File: src/logic/hbsc_regs.vh
// constants of the host bus and service chain port
`ifndef HBSC_REGS_VH
`define HBSC_REGS_VH
`define HBSC_ADDR_W 7
`define HBSC_DATA_W 8
`define HBSC_RESET_MIN_CYCLES 10
`define HBSC_ACCESS_TICKS 2
`define HBSC_INIT_TICKS 16
`define HBSC_CNT_W 8
`define HBSC_FW_REVISION 8'h4a
`define HBSC_DATA_ZERO 8'h00
`define HBSC_SVC_NONE 2'h0
`define HBSC_SVC_RX 2'h1
`define HBSC_SVC_TX 2'h2
`define HBSC_SVC_MODEM 2'h3
`endif

File: src/logic/hbsc_host_port.v
// host register port, service request outputs and acknowledge daisy chain
`timescale 1ns/1ps
`include "hbsc_regs.vh"
// Function
// external reset held at least ten clocks
// reset sampled synchronously to system clock
// init registers, disable channels, then load revision
// internal timing runs at half system clock
// cycle starts on select and strobe low
// write captured under strobe, read driven
// direction high reads, low writes
// acknowledge only after internal work finishes
// host ends cycle only after acknowledge
// seven address bits select the register
// eight bit bus driven only on reads
// acknowledge and requests are open drain
// receive request while any receiver needs service
// transmit request while any transmitter needs service
// modem request on enabled line change
// host acknowledges with matching type input
// acknowledge cycle returns matching vector
// acknowledge cycle needs grant, strobe, acknowledge
// pass chain low when no matching request
// pass output wires to next grant input
// release acknowledge and bus on strobe high
module hbsc_host_port #(
	parameter ADDR_W = `HBSC_ADDR_W,
	parameter DATA_W = `HBSC_DATA_W,
	parameter ACCESS_TICKS = `HBSC_ACCESS_TICKS,
	parameter INIT_TICKS = `HBSC_INIT_TICKS
) (
	input wire clk_sys,
	input wire reset,
	input wire clkEn,
	input wire chipSelectN,
	input wire dataStrobeN,
	input wire readWriteN,
	input wire [ADDR_W-1:0] hostAddr,
	input wire [DATA_W-1:0] hostDataBusIn,
	output wire [DATA_W-1:0] hostDataBusOut,
	output wire hostDataBusOe,
	output wire transferAckNOut,
	output wire transferAckNOe,
	output wire rxServiceRequestNOut,
	output wire rxServiceRequestNOe,
	output wire txServiceRequestNOut,
	output wire txServiceRequestNOe,
	output wire modemServiceRequestNOut,
	output wire modemServiceRequestNOe,
	input wire rxServiceAckN,
	input wire txServiceAckN,
	input wire modemServiceAckN,
	input wire chainGrantInN,
	output wire chainPassOutN,
	input wire rxNeedService,
	input wire txNeedService,
	input wire modemLineChange,
	input wire modemReportEnable,
	input wire [DATA_W-1:0] rxVector,
	input wire [DATA_W-1:0] txVector,
	input wire [DATA_W-1:0] modemVector,
	output wire [ADDR_W-1:0] regAddr,
	output wire [DATA_W-1:0] regWrData,
	output wire regWrEn,
	output wire regRdEn,
	input wire [DATA_W-1:0] regRdData,
	output wire [1:0] svcAckType,
	output wire svcAckTaken,
	output wire initBusy,
	output wire clearRegs,
	output wire disableChannels,
	output wire revisionLoad,
	output wire [DATA_W-1:0] firmwareRevision
);
	// one-hot cycle states
	localparam [4:0] ST_IDLE = 5'h01;
	localparam [4:0] ST_ACCESS = 5'h02;
	localparam [4:0] ST_VECTOR = 5'h04;
	localparam [4:0] ST_ACK = 5'h08;
	localparam [4:0] ST_PASS = 5'h10;

	// ==========================================================
	// helper functions

	// acknowledge type from the three inputs, receive first
	function [1:0] svcTypeOf;
		input rxAck;
		input txAck;
		input mdAck;
		begin
			if (rxAck) begin
				svcTypeOf = `HBSC_SVC_RX;
			end else if (txAck) begin
				svcTypeOf = `HBSC_SVC_TX;
			end else if (mdAck) begin
				svcTypeOf = `HBSC_SVC_MODEM;
			end else begin
				svcTypeOf = `HBSC_SVC_NONE;
			end
		end
	endfunction

	// is a request of this type pending
	function pendingOf;
		input [1:0] kind;
		input rxReq;
		input txReq;
		input mdReq;
		begin
			case (kind)
				`HBSC_SVC_RX: pendingOf = rxReq;
				`HBSC_SVC_TX: pendingOf = txReq;
				`HBSC_SVC_MODEM: pendingOf = mdReq;
				default: pendingOf = 1'b0;
			endcase
		end
	endfunction

	// ==========================================================
	// state
	reg [4:0] state_r;
	reg [4:0] state_nxt;
	reg tick_r;
	reg [`HBSC_CNT_W-1:0] accessCnt_r;
	reg [`HBSC_CNT_W-1:0] accessCnt_nxt;
	reg isRead_r;
	reg isRead_nxt;
	reg [ADDR_W-1:0] addr_r;
	reg [ADDR_W-1:0] addr_nxt;
	reg [DATA_W-1:0] wrData_r;
	reg [DATA_W-1:0] wrData_nxt;
	reg [DATA_W-1:0] dataOut_r;
	reg [DATA_W-1:0] dataOut_nxt;
	reg busOe_r;
	reg busOe_nxt;
	reg ackOe_r;
	reg ackOe_nxt;
	reg passLow_r;
	reg passLow_nxt;
	reg wrEn_r;
	reg wrEn_nxt;
	reg rdEn_r;
	reg rdEn_nxt;
	reg [1:0] svcType_r;
	reg [1:0] svcType_nxt;
	reg svcTaken_r;
	reg svcTaken_nxt;
	reg rxReq_r;
	reg txReq_r;
	reg mdReq_r;
	wire seqBusy;

	// ==========================================================
	// start-up sequencer
	hbsc_init_seq #(
		.INIT_TICKS(INIT_TICKS),
		.FW_REVISION(`HBSC_FW_REVISION)
	) u_init (
		.clk_sys(clk_sys),
		.reset(reset),
		.clkEn(clkEn),
		.tick(tick_r),
		.initBusy_r(seqBusy),
		.clearRegs_r(clearRegs),
		.disableChannels_r(disableChannels),
		.revisionLoad_r(revisionLoad),
		.firmwareRevision_r(firmwareRevision)
	);
	assign initBusy = seqBusy;

	// ==========================================================
	// half-rate timing tick
	// idle, access and vector steps wait for this and run at clk/2; ack and pass release do not
	always @(posedge clk_sys) begin
		if (reset) begin
			tick_r <= 1'b0;
		end else if (clkEn) begin
			tick_r <= ~tick_r;
		end
	end

	// ==========================================================
	// decoded host conditions
	wire hostSelect = ~chipSelectN & ~dataStrobeN;
	wire [1:0] ackKind = svcTypeOf(~rxServiceAckN, ~txServiceAckN, ~modemServiceAckN);
	wire ackValid = (ackKind != `HBSC_SVC_NONE);
	wire ackCycle = ~chainGrantInN & ~dataStrobeN & ackValid;
	wire ackPending = pendingOf(ackKind, rxReq_r, txReq_r, mdReq_r);

	// ==========================================================
	// cycle sequencer, next-state logic
	// acknowledge cycles win over plain register cycles: the host
	// holds select high during them, but a stray select must not split one
	always @* begin
		state_nxt = state_r;
		accessCnt_nxt = accessCnt_r;
		isRead_nxt = isRead_r;
		addr_nxt = addr_r;
		wrData_nxt = wrData_r;
		dataOut_nxt = dataOut_r;
		busOe_nxt = busOe_r;
		ackOe_nxt = ackOe_r;
		passLow_nxt = passLow_r;
		wrEn_nxt = 1'b0;
		rdEn_nxt = 1'b0;
		svcType_nxt = svcType_r;
		svcTaken_nxt = 1'b0;
		case (state_r)
			ST_IDLE: begin
				busOe_nxt = 1'b0;
				ackOe_nxt = 1'b0;
				passLow_nxt = 1'b0;
				if (tick_r && !seqBusy) begin
					if (ackCycle) begin
						svcType_nxt = ackKind;
						if (ackPending) begin
							state_nxt = ST_VECTOR;
						end else begin
							passLow_nxt = 1'b1;
							state_nxt = ST_PASS;
						end
					end else if (hostSelect) begin
						addr_nxt = hostAddr;
						isRead_nxt = readWriteN;
						wrData_nxt = hostDataBusIn;
						wrEn_nxt = ~readWriteN;
						rdEn_nxt = readWriteN;
						accessCnt_nxt = {`HBSC_CNT_W{1'b0}};
						state_nxt = ST_ACCESS;
					end
				end
			end
			ST_ACCESS: begin
				// internal work takes a fixed number of ticks
				if (tick_r) begin
					if (accessCnt_r == ACCESS_TICKS[`HBSC_CNT_W-1:0] - 1'b1) begin
						if (isRead_r) begin
							dataOut_nxt = regRdData;
							busOe_nxt = 1'b1;
						end
						ackOe_nxt = 1'b1;
						state_nxt = ST_ACK;
					end else begin
						accessCnt_nxt = accessCnt_r + 1'b1;
					end
				end
			end
			ST_VECTOR: begin
				// vector of the acknowledged type onto the bus
				if (tick_r) begin
					case (svcType_r)
						`HBSC_SVC_RX: dataOut_nxt = rxVector;
						`HBSC_SVC_TX: dataOut_nxt = txVector;
						default: dataOut_nxt = modemVector;
					endcase
					isRead_nxt = 1'b1;
					busOe_nxt = 1'b1;
					ackOe_nxt = 1'b1;
					svcTaken_nxt = 1'b1;
					state_nxt = ST_ACK;
				end
			end
			ST_ACK: begin
				// host may end only now; strobe rise releases all
				if (dataStrobeN) begin
					busOe_nxt = 1'b0;
					ackOe_nxt = 1'b0;
					state_nxt = ST_IDLE;
				end
			end
			ST_PASS: begin
				// chain pass held until the acknowledge cycle ends
				if (dataStrobeN || chainGrantInN || !ackValid) begin
					passLow_nxt = 1'b0;
					state_nxt = ST_IDLE;
				end
			end
			default: begin
				busOe_nxt = 1'b0;
				ackOe_nxt = 1'b0;
				passLow_nxt = 1'b0;
				state_nxt = ST_IDLE;
			end
		endcase
	end

	// ==========================================================
	// cycle sequencer registers
	always @(posedge clk_sys) begin
		if (reset) begin
			state_r <= ST_IDLE;
			accessCnt_r <= {`HBSC_CNT_W{1'b0}};
			isRead_r <= 1'b0;
			addr_r <= {ADDR_W{1'b0}};
			wrData_r <= `HBSC_DATA_ZERO;
			dataOut_r <= `HBSC_DATA_ZERO;
			busOe_r <= 1'b0;
			ackOe_r <= 1'b0;
			passLow_r <= 1'b0;
			wrEn_r <= 1'b0;
			rdEn_r <= 1'b0;
			svcType_r <= `HBSC_SVC_NONE;
			svcTaken_r <= 1'b0;
		end else if (clkEn) begin
			state_r <= state_nxt;
			accessCnt_r <= accessCnt_nxt;
			isRead_r <= isRead_nxt;
			addr_r <= addr_nxt;
			wrData_r <= wrData_nxt;
			dataOut_r <= dataOut_nxt;
			busOe_r <= busOe_nxt;
			ackOe_r <= ackOe_nxt;
			passLow_r <= passLow_nxt;
			wrEn_r <= wrEn_nxt;
			rdEn_r <= rdEn_nxt;
			svcType_r <= svcType_nxt;
			svcTaken_r <= svcTaken_nxt;
		end
	end

	// ==========================================================
	// service request flops
	// held off while start-up runs, the channels are not yet valid
	always @(posedge clk_sys) begin
		if (reset) begin
			rxReq_r <= 1'b0;
			txReq_r <= 1'b0;
			mdReq_r <= 1'b0;
		end else if (clkEn) begin
			rxReq_r <= rxNeedService & ~seqBusy;
			txReq_r <= txNeedService & ~seqBusy;
			mdReq_r <= modemLineChange & modemReportEnable & ~seqBusy;
		end
	end

	// ==========================================================
	// pin drive: open-drain lines only ever pull low
	assign transferAckNOut = 1'b0;
	assign transferAckNOe = ackOe_r;
	assign rxServiceRequestNOut = 1'b0;
	assign rxServiceRequestNOe = rxReq_r;
	assign txServiceRequestNOut = 1'b0;
	assign txServiceRequestNOe = txReq_r;
	assign modemServiceRequestNOut = 1'b0;
	assign modemServiceRequestNOe = mdReq_r;
	assign hostDataBusOut = dataOut_r;
	assign hostDataBusOe = busOe_r;
	assign chainPassOutN = ~passLow_r;

	// ==========================================================
	// core side register access
	assign regAddr = addr_r;
	assign regWrData = wrData_r;
	assign regWrEn = wrEn_r;
	assign regRdEn = rdEn_r;
	assign svcAckType = svcType_r;
	assign svcAckTaken = svcTaken_r;
endmodule

File: src/logic/hbsc_init_seq.v
// start-up sequencer: register clear, channel disable, revision load
`timescale 1ns/1ps
`include "hbsc_regs.vh"
module hbsc_init_seq #(
	parameter INIT_TICKS = `HBSC_INIT_TICKS,
	parameter [`HBSC_DATA_W-1:0] FW_REVISION = `HBSC_FW_REVISION
) (
	input wire clk_sys,
	input wire reset,
	input wire clkEn,
	input wire tick,
	output reg initBusy_r,
	output reg clearRegs_r,
	output reg disableChannels_r,
	output reg revisionLoad_r,
	output reg [`HBSC_DATA_W-1:0] firmwareRevision_r
);
	reg [`HBSC_CNT_W-1:0] initCnt_r;

	// ==========================================================
	// sequence after reset release
	// registers are cleared first, channels disabled, revision last
	always @(posedge clk_sys) begin
		if (reset) begin
			initBusy_r <= 1'b1;
			clearRegs_r <= 1'b1;
			disableChannels_r <= 1'b0;
			revisionLoad_r <= 1'b0;
			firmwareRevision_r <= `HBSC_DATA_ZERO;
			initCnt_r <= {`HBSC_CNT_W{1'b0}};
		end else if (clkEn) begin
			disableChannels_r <= 1'b0;
			revisionLoad_r <= 1'b0;
			if (initBusy_r && tick) begin
				if (initCnt_r == INIT_TICKS[`HBSC_CNT_W-1:0] - 1'b1) begin
					// revision appears only once the rest is done
					initBusy_r <= 1'b0;
					revisionLoad_r <= 1'b1;
					firmwareRevision_r <= FW_REVISION;
				end else begin
					if (initCnt_r == {`HBSC_CNT_W{1'b0}}) begin
						disableChannels_r <= 1'b1;
					end
					if (initCnt_r == INIT_TICKS[`HBSC_CNT_W-1:0] - 2'd2) begin
						clearRegs_r <= 1'b0;
					end
					initCnt_r <= initCnt_r + 1'b1;
				end
			end
		end
	end
endmodule

File: config.mk
export PLATFORM = sky130hd
export DESIGN_NAME = hbsc_host_port
export DESIGN_NICKNAME = d
export VERILOG_FILES = /design/src/logic/hbsc_host_port.v /design/src/logic/hbsc_init_seq.v
export VERILOG_INCLUDE_DIRS = /design/src /design/src/logic
export SDC_FILE = /design/constraint.sdc
export NUM_CORES = 1
export LEC_CHECK = 0
export BUFFER_PORTS_ARGS = -buffer_cell sky130_fd_sc_hd__buf_2
export CORE_MARGIN = 5
export CORE_UTILIZATION = 50
export CTS_CLUSTER_SIZE = 14
export DETAILED_ROUTE_END_ITERATION = 12
export PLACE_DENSITY = 0.87
export SYNTH_ARGS = -nofsm -noshare
export SYNTH_HDL_FRONTEND = slang
export SYNTH_SLANG_ARGS = --single-unit
File: constraint.sdc
create_clock -name clk_sys -period 2.45 [get_ports clk_sys]
set_input_delay 0.245 -clock clk_sys [delete_from_list [all_inputs] [get_ports clk_sys]]
set_output_delay 0.245 -clock clk_sys [all_outputs]
set_load 0.005 [all_outputs]
## Word-level counts from Yosys, hierarchy flattened

Cells that the tools add are included.
Widths: inputs -> output; s select.

- $add $sub $neg: 2
- Equal/unequal tests: 24
- Multiplexer cells: 59
- Bitwise operators: 18
- Reductions and logical operators: 24

Operator list:

| kind | count |
|---|---|
| $mux 8 | 9 |
| $pmux 8 s2 | 3 |
| $mux 5 | 9 |
| $mux 1 | 29 |
| $pmux 5 s5 | 1 |
| $ne 2x2->1 const B | 10 |
| $reduce_and 6->1 | 3 |
| $add 8x1->8 const B | 2 |
| $eq 8x4->1 const B | 2 |
| $reduce_and 7->1 | 2 |
| $not 1->1 | 11 |
| $reduce_and 3->1 | 3 |
| $eq 8x1->1 const B | 1 |
| $logic_not 8->1 | 1 |
| $pmux 1 s4 | 2 |
| $reduce_and 4->1 | 2 |
| $reduce_and 8->1 | 1 |
| $reduce_bool 2->1 | 4 |
| $and 1x1->1 | 7 |
| $eq 2x2->1 const B | 3 |
| $mux 2 | 3 |
| $pmux 1 s3 | 2 |
| $eq 5x1->1 const B | 1 |
| $eq 5x2->1 const B | 1 |
| other kinds (11) | 15 |

- Bits in registers: 62
- Input bits: 61
- Output and inout bits: 50
- Word-level logic and storage cells: 150

## Longest topological paths before layout

Gate-level depths: netlist of the first run.

- Depth after elaboration: 9
- Depth in mapped cells: 8
- Gate-level depth less buffers: 7

## Modules after synthesis

From an unflattened synthesis of the first run, not the netlist that was laid out.

- Cells, all modules: 394
- Area, all modules: 3,265.6 um2

Modules (own cells, without submodules):

| module | times used | cells each | area each (um2) | sequential area each (um2) |
|---|---|---|---|---|
| hbsc_host_port | 1 | 316 | 2,567.5 | 980.9 |
| hbsc_init_seq | 1 | 78 | 698.2 | 260.2 |

## Worst setup path after synthesis of the first run

Ideal clock, no wire load.

- Path kind: reg-to-reg
- Start: reg accessCnt_r[0]
- End: reg busOe_r, in the netlist hostDataBusOe
- Library setup time: 86 ps
- Arrival: 2,164 ps
- Data required time: 2,364 ps
- Slack: 200 ps
- Cell stages (with the launch flop): 7
- Path buffers: 0
- Period minus slack after synthesis: 2,250 ps
- Path through: dfxtp_1 -> ha_1 -> or4b_4 -> o211a_4 -> a211o_1 -> or3_1 -> a221oi_2

- Word-level cells in the longest chain between the ends: 3

Ends and longest elaborated chain:

| item | line | RTL |
|---|---|---|
| start, declared | hbsc_host_port.v:124 | `` reg [`HBSC_CNT_W-1:0] accessCnt_r; `` |
| start signal, assigned | hbsc_host_port.v:292 | `` accessCnt_r <= {`HBSC_CNT_W{1'b0}}; `` |
| start signal, assigned | hbsc_host_port.v:306 | `accessCnt_r <= accessCnt_nxt;` |
| $eq 8x1->1 | hbsc_host_port.v:236 | `` if (accessCnt_r == ACCESS_TICKS[`HBSC_CNT_W-1:0] - 1'b1) begin `` |
| $ne 2x2->1 (no source line) | n/a |  |
| $reduce_and 7->1 (no source line) | n/a |  |
| end signal, assigned | hbsc_host_port.v:311 | `busOe_r <= busOe_nxt;` |
| end, declared | hbsc_host_port.v:134 | `reg busOe_r;` |

No other way between the ends.
A chain may end at the register's enable or synchronous reset.

## Worst setup path in the final report of the first run

- Start: reg accessCnt_r[1]
- End: reg busOe_r, in the netlist hostDataBusOe

The elaborated chain is that of the path after synthesis.

==> run summary, run 1 <==
Post-route DRC: 0
Endpoint class of the critical path: register
PwrDens: 514 mW/mm^2
Combinational family with the most area after synthesis: simple AND/OR/NAND/NOR gates
FF-to-FF path depth: 7
Synthesis-to-layout area growth: 23.9%
Die area: 0.00782 sq mm
Max Cap Viol: 0
Slew @ Worst Pin: 0.600 ns
DRT antenna net count: 0
Part of the cycle the worst path needs: 96.8%
Chip width: 88.4 um
Fin crit period: 2.37 ns
Total Routing Usage GR: 19.8%
Non-filler cells, final: 560
Clk pin slew, worst setup/hold paths: 0.07 ns
Design Area, Final: 0.00381 sq mm
Fin. Hold Viols: 0
Clk_lat worst skew: 0.34 ns
Total power: 0.00196 W
Routability cong.: 0.903
Asr flop ratio synth: 0%
Post-synth top flop: dfxtp_1
Synth Area in Compound Gates: 21.3%
Fmax: 0.422 GHz
Metal3 WL: 522 um
Global-route wire length before repair: 12.3 mm
Max-slew violations: 0
Multi-input gate area: 0.00165 sq mm
Hold EP: regAddr[4]$_SDFFE_PP0P_
Diodes inserted: 0
Ranking of synthesized cells by area: dfxtp_1 (40%), a21oi_1 (6.5%), nand2_1 (6.3%), nor2_1 (4.6%), buf_4 (2.9%)
Register area: 0.00124 sq mm
WL met2: 3.82 mm
Final setup violation count: 0
Post-DP HPWL: 5.77 mm
FF+latch count, synth: 62
CTS Buf Count: 9
R2R Path Start: accessCnt_r[1]$_SDFFE_PP0P_
Max_slew headroom: 59.5%
Hold buffers post-CTS: 0
Top-count cell post-synth: dfxtp_1
Synth unique cells: 59
DP Cell Count: 544
Simple-Gate Fraction of Synth Area: 24.7%
Worst-case vdd ir drop: 432 uV
Syn Std Cell Area: 0.00308 sq mm
FF-to-FF End: hostDataBusOe$_SDFFE_PP0P_
Leakage: 1.60 nW
GR Overflow Total: 0
Via count: 3030
Cells after synthesis: 381
CTS tree: yes
Setup TNS Final: 0 ns
Final wirelength: 7.59 mm
Top post-synthesis cells by count: dfxtp_1 (62), nand2_1 (52), a21oi_1 (40)
Dominant cell type by area after synthesis: dfxtp_1
Per-cell routed wire length: 13.6 um
Drt first pass iters: 5
Clock tree buffer depth: 2
Largest net degree at the start of global routing: 31
Multiplexer area fraction after synthesis: 0.691%
Highest Signal Layer: met4
CTS Sinks: 62
Initial antenna violation count: 0
Setup Skew: 0.00858 ns
Crit Path Class: register to register
Placed Area: 0.00362 sq mm
Worst Hold Launch: hostAddr[4]
Post-Synth Adder-Cell Area: 2.85%
Yosys top cell area share: 40.3%
RSZ-0062 raised after global routing: false
Mean Syn Cell Area: 8.08 sq um
Ratio of cells with drive above 1 in the final layout: 28.9%
Worst-path fanout max: 6
Critical path startpoint category: register
Row count: 28
Yosys warns: 0
Status: completed
Initial core utilization: 51.7%
Vias/cell: 5.41
1st-iter DRT viols: 250
Vias in the first global route: 2805
Reg-to-reg slack, setup: 0.08 ns
Top Ports: 111
Port bufs: 101
Die height: 88.4 um
Post-synthesis sequential area ratio: 40.3%
Worst hold stages: 3
Min-Delay Path Class: input pin to register
Number of flops mapped to enable cells by yosys: 0
Core box area: 0.00596 sq mm
CP required: 2.70 ns
Max H-tree Level: 3
Clock root cell: clkbuf_8
XOR/XNOR Fraction of Synth Area: 2.85%
Fill cell count: 521
Metal-1 WL: 3.15 mm
NumNets Final: 548
Critical Path AT: 2.62 ns
## stage by stage
stage	hold WS, ns	util, %	worst slack [ns]
finish	0.140	64.0	0.0789
global route	0.135	64.0	0.0394
CTS	0.129	63.9	0.0569
detailed placement	0.443	60.7	0.0844
global placement	0.439	60.7	0.179
floorplan	0.381	-	0.200
## area by class of cell
type,instances,area share (%)
Clock buffer,13,4.43
Clock inverter,3,0.459
Tap cell,75,2.46
Sequential cell,62,32.6
Timing Repair Buffer,112,15.4
Inverter,13,1.28
Multi-Input combinational cell,282,43.4
## flip-flops by register name, indices dropped and copies added, names as in the netlist, 2 cells and up
signal and flops:
state_r 5, regAddr 7, accessCnt_r 8, svcAckType 2
regWrData 8, hostDataBusOut 8, u_init.initCnt_r 8
## kinds of logic after synthesis
family                     after synthesis
xor gates and xnor gates                10
other                                    1
buffers and inverters                   45
and+or+nand+nor                        158
AOI/OAI and AO/OA                       96
adders and majority gates                7
DFF                                     62
muxes                                    2
## metal layers
| layer | track usage (%) | vias to the layer above |
|---|---|---|
| met5 | 0 | - |
| met4 | 7.01 | 0 |
| met3 | 5.77 | 12 |
| met2 | 34.6 | 109 |
| met1 | 23.0 | 1390 |
| li1 | - | 1519 |
## worst max-delay path, cell delays in order, from the launching register on
cell	delay, ns
dfxtp_1	0.35
inv_1	0.07
ha_1	0.14
or4b_4	0.46
o211a_4	0.30
a211o_4	0.30
or3_1	0.40
a221oi_2	0.26
## placed cells by master (no fill, tap or decap), drive strengths merged, types with 3 or more instances in the layout
| cell | instances |
|---|---|
| a211oi | 11 |
| a21oi | 40 |
| a221oi | 9 |
| a22oi | 3 |
| and3 | 4 |
| buf | 112 |
| clkbuf | 13 |
| clkinv | 3 |
| conb | 9 |
| dfxtp | 62 |
| ha | 7 |
| inv | 12 |
| nand2 | 52 |
| nand2b | 3 |
| nand3 | 12 |
| nor2 | 39 |
| nor2b | 10 |
| nor3 | 10 |
| nor4 | 4 |
| o21ai | 11 |
| or2 | 4 |
| or3 | 10 |
| xnor2 | 8 |
## worst max-delay path by stage
stage	start	slack (ns)	end
3_3_place_gp	accessCnt_r[1]$_SDFFE_PP0P_	0.18	hostDataBusOe$_SDFFE_PP0P_
4_1_cts	accessCnt_r[1]$_SDFFE_PP0P_	0.06	hostDataBusOe$_SDFFE_PP0P_
2_1_floorplan	accessCnt_r[0]$_SDFFE_PP0P_	0.20	hostDataBusOe$_SDFFE_PP0P_
5_1_grt	accessCnt_r[1]$_SDFFE_PP0P_	0.04	hostDataBusOe$_SDFFE_PP0P_
3_5_place_dp	accessCnt_r[1]$_SDFFE_PP0P_	0.08	hostDataBusOe$_SDFFE_PP0P_
6_report	accessCnt_r[1]$_SDFFE_PP0P_	0.08	hostDataBusOe$_SDFFE_PP0P_
## report_power, final
| group | internal [W] | total [W] | switching [W] |
|---|---|---|---|
| sequential | 0.00101 | 0.00102 | 0.00000819 |
| combinational | 0.0000561 | 0.000122 | 0.0000663 |
| clock | 0.000446 | 0.000814 | 0.000368 |
## what timing repair did
action / 4_1_cts / 5_1_grt
buffers inserted: 0 / 0
endpoints found under the setup margin: 0 / 1
resized for setup: 0 / 1
hold endpoints to repair: 0 / 0
(Power assumes the default switching activity.)
==> run 2, diff against run 1 <==
--- a/config.mk
+++ b/config.mk
@@ -8,10 +8,10 @@
 export LEC_CHECK = 0
 export BUFFER_PORTS_ARGS = -buffer_cell sky130_fd_sc_hd__buf_2
 export CORE_MARGIN = 5
-export CORE_UTILIZATION = 50
+export CORE_UTILIZATION = 40
 export CTS_CLUSTER_SIZE = 14
 export DETAILED_ROUTE_END_ITERATION = 12
-export PLACE_DENSITY = 0.87
+export PLACE_DENSITY = 0.74
 export SYNTH_ARGS = -nofsm -noshare
 export SYNTH_HDL_FRONTEND = slang
 export SYNTH_SLANG_ARGS = --single-unit
==> constraint.sdc (replaced) <==
create_clock -name clk_sys -period 2.45 [get_ports clk_sys]
set_input_delay 0.1225 -clock clk_sys [delete_from_list [all_inputs] [get_ports clk_sys]]
set_output_delay 0.1225 -clock clk_sys [all_outputs]
set_load 0.005 [all_outputs]
==> run 2 against run 1 <==
Effect of this change:
- global-route usage down 2.9 points
- wire length is 6.2% higher
- die area up 22%
- register-to-register slack better by 0.03 ns
- power grew 11%
- sequential power about the same
- largest power group is now the clock network
- maximum frequency rose by 1.2%
- critical endpoint unchanged
- flip-flop and latch count stayed put
- sequential share of layout area shrank 0.67 points
==> run summary, run 2 (same netlist as run 1, synthesis figures left out) <==
Post-cts resize count: 0
1st-iter DRT viols: 226
NumNets Final: 549
Multi-input gate area: 0.00165 sq mm
Max-slew violations: 0
Final WS setup: 0.106 ns
Clk_lat worst skew: 0.33 ns
Drt first pass iters: 4
Initial antenna violation count: 0
Worst-path fanout max: 6
Part of the cycle the worst path needs: 95.7%
Status: completed
GR Overflow Total: 0
Post CTS Setup Buffer Count: 0
Crit Path Class: register to register
Diodes inserted: 0
Per-cell routed wire length: 13.7 um
Core box area: 0.00761 sq mm
Clk pin slew, worst setup/hold paths: 0.07 ns
Slew @ Worst Pin: 0.586 ns
Die height: 97.7 um
Max_slew headroom: 60.4%
PwrDens: 560 mW/mm^2
Chip width: 97.7 um
Clock root cell: clkbuf_8
Fin crit period: 2.34 ns
Final wirelength: 8.06 mm
CTS Sinks: 62
Clock tree buffer depth: 2
Fmax: 0.427 GHz
Setup TNS Final: 0 ns
Fill cell count: 766
Total Routing Usage GR: 16.9%
Vias in the first global route: 2857
Routability cong.: 0.940
Max H-tree Level: 3
Endpoint class of the critical path: register
Vias/cell: 5.07
Post-DP HPWL: 6.07 mm
Setup Skew: 0.00553 ns
Hold buffers post-CTS: 0
Synthesis-to-layout area growth: 26.5%
Row count: 32
Die area: 0.00955 sq mm
Register area: 0.00124 sq mm
Final setup violation count: 0
Leakage: 1.63 nW
Critical path startpoint category: register
RSZ-0062 raised after global routing: false
Global-route wire length before repair: 13.4 mm
Utilization after layout: 51.2%
CTS tree: yes
Via count: 2980
CP required: 2.70 ns
Fin. Hold Viols: 0
Largest net degree at the start of global routing: 31
Port bufs: 101
Critical Path AT: 2.59 ns
Post-route DRC: 0
Commonest non-fill, non-tap cell in the layout: buf_2
Initial core utilization: 40.4%
Top Ports: 111
Worst-case vdd ir drop: 536 uV
Min-Delay Path Class: input pin to register
Ratio of cells with drive above 1 in the final layout: 28.8%
Max Cap Viol: 0
Most frequent cells in the layout: buf_2 (101), dfxtp_1 (62), nand2_1 (52), a21oi_1 (40), nor2_1 (38)
DRT antenna net count: 0
CTS Buf Count: 9
Pre-CTS setup slack: 0.126 ns
[run 2: path summary, 6_finish.rpt]
| path | from | slack [ns] | endpoint | cells past startpoint |
|---|---|---|---|---|
| max | accessCnt_r[1]$_SDFFE_PP0P_ | 0.11 | hostDataBusOe$_SDFFE_PP0P_ | 7 |
| min | hostAddr[5] | 0.02 | regAddr[5]$_SDFFE_PP0P_ | 3 |
| max reg2reg | accessCnt_r[1]$_SDFFE_PP0P_ | 0.11 | hostDataBusOe$_SDFFE_PP0P_ | 7 |
| min reg2reg | regWrData[0]$_SDFFE_PP0P_ | 0.45 | regWrData[0]$_SDFFE_PP0P_ | 2 |
[run 2: final cells by class]
type / instances / area share, %
clock inverter: 3 / 1.67
inverter: 13 / 1.25
clock buffer: 13 / 4.34
tap: 102 / 3.28
timing repair buffer: 113 / 15.3
multi-input combinational: 282 / 42.3
sequential: 62 / 31.9
[run 2: where the power goes]
part | internal (W) | total [W] | switching (W) | leakage (nW)
Combinational | 0.0000571 | 0.000126 | 0.0000686 | 1.01
Clock | 0.000655 | 0.00103 | 0.000379 | 0.120
Sequential | 0.00101 | 0.00102 | 0.00000809 | 0.500
Total | 0.00173 | 0.00218 | 0.000456 | 1.63
[run 2: stage by stage]
stage / cell area (sq um) / std cells / hold slack [ns] / power [W]
3_5_place_dp: 3660 / 572 / 0.366 / 0.00117
3_3_place_gp: 3660 / 572 / 0.357 / 0.00117
6_report: 3890 / 588 / 0.0224 / 0.00218
5_1_grt: 3890 / 588 / 0.0117 / 0.00227
4_1_cts: 3890 / 588 / 0.00623 / 0.00221
2_1_floorplan: 3110 / 389 / 0.258 / 0.00111
[run 2: routing by layer]
metal  part of all wire [%]  GRT usage (%)  vias to the layer above  wire [um]
met1                     42           20.4                     1369       3360
met5                      0              0                        -          0
met4                    2.1           5.75                        0        168
met2                     50           28.4                       77       4040
li1                       -              -                     1520          -
met3                    6.1           5.38                       14        488
[run 2: worst max-delay path, stage by stage (launching register included)]
cell and delay, ns:
dfxtp_1 0.34, inv_1 0.07, ha_1 0.14, or4b_4 0.46, o211a_4 0.29, a211o_1 0.29, or3_1 0.41, a221oi_2 0.27
==> run 3, diff against run 2 <==
--- a/config.mk
+++ b/config.mk
@@ -7,6 +7,7 @@
 export NUM_CORES = 1
 export LEC_CHECK = 0
 export BUFFER_PORTS_ARGS = -buffer_cell sky130_fd_sc_hd__buf_2
+export CORE_ASPECT_RATIO = 1.2
 export CORE_MARGIN = 5
 export CORE_UTILIZATION = 40
 export CTS_CLUSTER_SIZE = 14
==> run 3 against run 2 <==
Effect of this change:
- critical path depth unchanged
- power decreased by 8.0%
- wire length decreased by 3.6%
- global-route usage decreased by 0.95 points
- maximum frequency decreased by 0.14%
- critical path type unchanged
- highest routed layer unchanged
==> run summary, run 3 (same netlist as run 1, synthesis figures left out) <==
Status: completed
Ratio of cells with drive above 1 in the final layout: 28.4%
Setup TNS Final: 0 ns
Critical path startpoint category: register
CTS tree: yes
Post-DP HPWL: 5.88 mm
Endpoint class of the critical path: register
Fmax: 0.426 GHz
Fin. Hold Viols: 0
Max-slew violations: 0
Post CTS Setup Buffer Count: 0
Vias in the first global route: 2782
Largest net degree at the start of global routing: 36
Most frequent cells in the layout: buf_2 (101), dfxtp_1 (62), nand2_1 (52), a21oi_1 (40), nor2_1 (38)
Clock root cell: clkbuf_8
Post-route DRC: 0
Fin crit period: 2.35 ns
PwrDens: 523 mW/mm^2
Crit Path Class: register to register
Max H-tree Level: 3
Hold buffers post-CTS: 0
Critical Path AT: 2.59 ns
Worst hold stages: 3
Total Routing Usage GR: 15.9%
Max_slew headroom: 59.6%
Final setup violation count: 0
Slew @ Worst Pin: 0.606 ns
Initial antenna violation count: 0
Global-route wire length before repair: 12.8 mm
Post-cts resize count: 0
Worst-case vdd ir drop: 392 uV
RSZ-0062 raised after global routing: false
CTS Buf Count: 9
Core box area: 0.00758 sq mm
Die height: 106 um
Commonest non-fill, non-tap cell in the layout: buf_2
1st-iter DRT viols: 160
Part of the cycle the worst path needs: 95.8%
GR Overflow Total: 0
FF-to-FF path depth: 7
Row count: 35
Die area: 0.00955 sq mm
Worst-path fanout max: 6
Leakage: 1.60 nW
Synthesis-to-layout area growth: 24.7%
Clk_lat worst skew: 0.33 ns
Top Ports: 111
Drt first pass iters: 5
Min-Delay Path Class: input pin to register
Total power: 0.00201 W
Initial core utilization: 40.6%
NumNets Final: 548
Routability cong.: 0.884
Per-cell routed wire length: 13.5 um
CTS Sinks: 62
Port bufs: 101
Chip width: 90.1 um
CP required: 2.69 ns
Final wirelength: 7.76 mm
Diodes inserted: 0
Vias/cell: 5.17
Max Cap Viol: 0
Clock tree buffer depth: 2
Setup Skew: 0.00523 ns
Via count: 2971
Clk pin slew, worst setup/hold paths: 0.06 ns
DRT antenna net count: 0
[run 3: metrics by stage]
stage | worst slack (ns) | area [sq um] | cells | hold WS [ns] | util, %
2_1_floorplan | 0.200 | 3110 | 389 | 0.258 | -
3_3_place_gp | 0.175 | 3640 | 561 | 0.364 | 48.0
3_5_place_dp | 0.123 | 3640 | 561 | 0.368 | 48.0
4_1_cts | 0.0782 | 3830 | 575 | 0.0136 | 50.5
5_1_grt | 0.00526 | 3840 | 575 | 0.0105 | 50.6
6_report | 0.103 | 3840 | 575 | 0.0304 | 50.6
[run 3: final cells by class]
| cell class | instances | area (sq um) |
|---|---|---|
| multi-input cells | 282 | 1650 |
| clock buffers | 13 | 159 |
| clock inverters | 1 | 30.0 |
| flip-flops and latches | 62 | 1240 |
| repair buffers | 112 | 588 |
| inverters | 13 | 48.8 |
| fillers | 741 | 3740 |
| well taps | 92 | 115 |
[run 3: report_power, final]
| group | internal (W) | total (W) | switching [W] |
|---|---|---|---|
| registers | 0.00101 | 0.00102 | 0.00000839 |
| clock network | 0.000515 | 0.000863 | 0.000348 |
| logic | 0.0000559 | 0.000123 | 0.0000669 |
| total | 0.00158 | 0.00201 | 0.000423 |
[run 3: per-layer routing]
| metal | up-vias | routed length (um) | global-route usage [%] |
|---|---|---|---|
| li1 | 1516 | - | - |
| met1 | 1366 | 3260 | 19.0 |
| met2 | 76 | 3990 | 27.9 |
| met3 | 13 | 359 | 2.97 |
| met4 | 0 | 155 | 6.81 |
| met5 | - | 0 | 0 |
[run 3: path summary, 6_finish.rpt]
kind | endpoint | start | slack, ns
worst max-delay path | hostDataBusOe$_SDFFE_PP0P_ | accessCnt_r[1]$_SDFFE_PP0P_ | 0.10
worst min-delay path | regAddr[6]$_SDFFE_PP0P_ | hostAddr[6] | 0.03
worst max register to register | hostDataBusOe$_SDFFE_PP0P_ | accessCnt_r[1]$_SDFFE_PP0P_ | 0.10
worst min register to register | regAddr[6]$_SDFFE_PP0P_ | regAddr[6]$_SDFFE_PP0P_ | 0.45
[run 3: worst max-delay path, cell delays in order, from the launching register on]
cell and delay (ns):
dfxtp_1 0.35, inv_1 0.07, ha_1 0.13, or4b_4 0.46
o211a_4 0.30, a211o_4 0.30, or3_1 0.39, a221oi_2 0.26
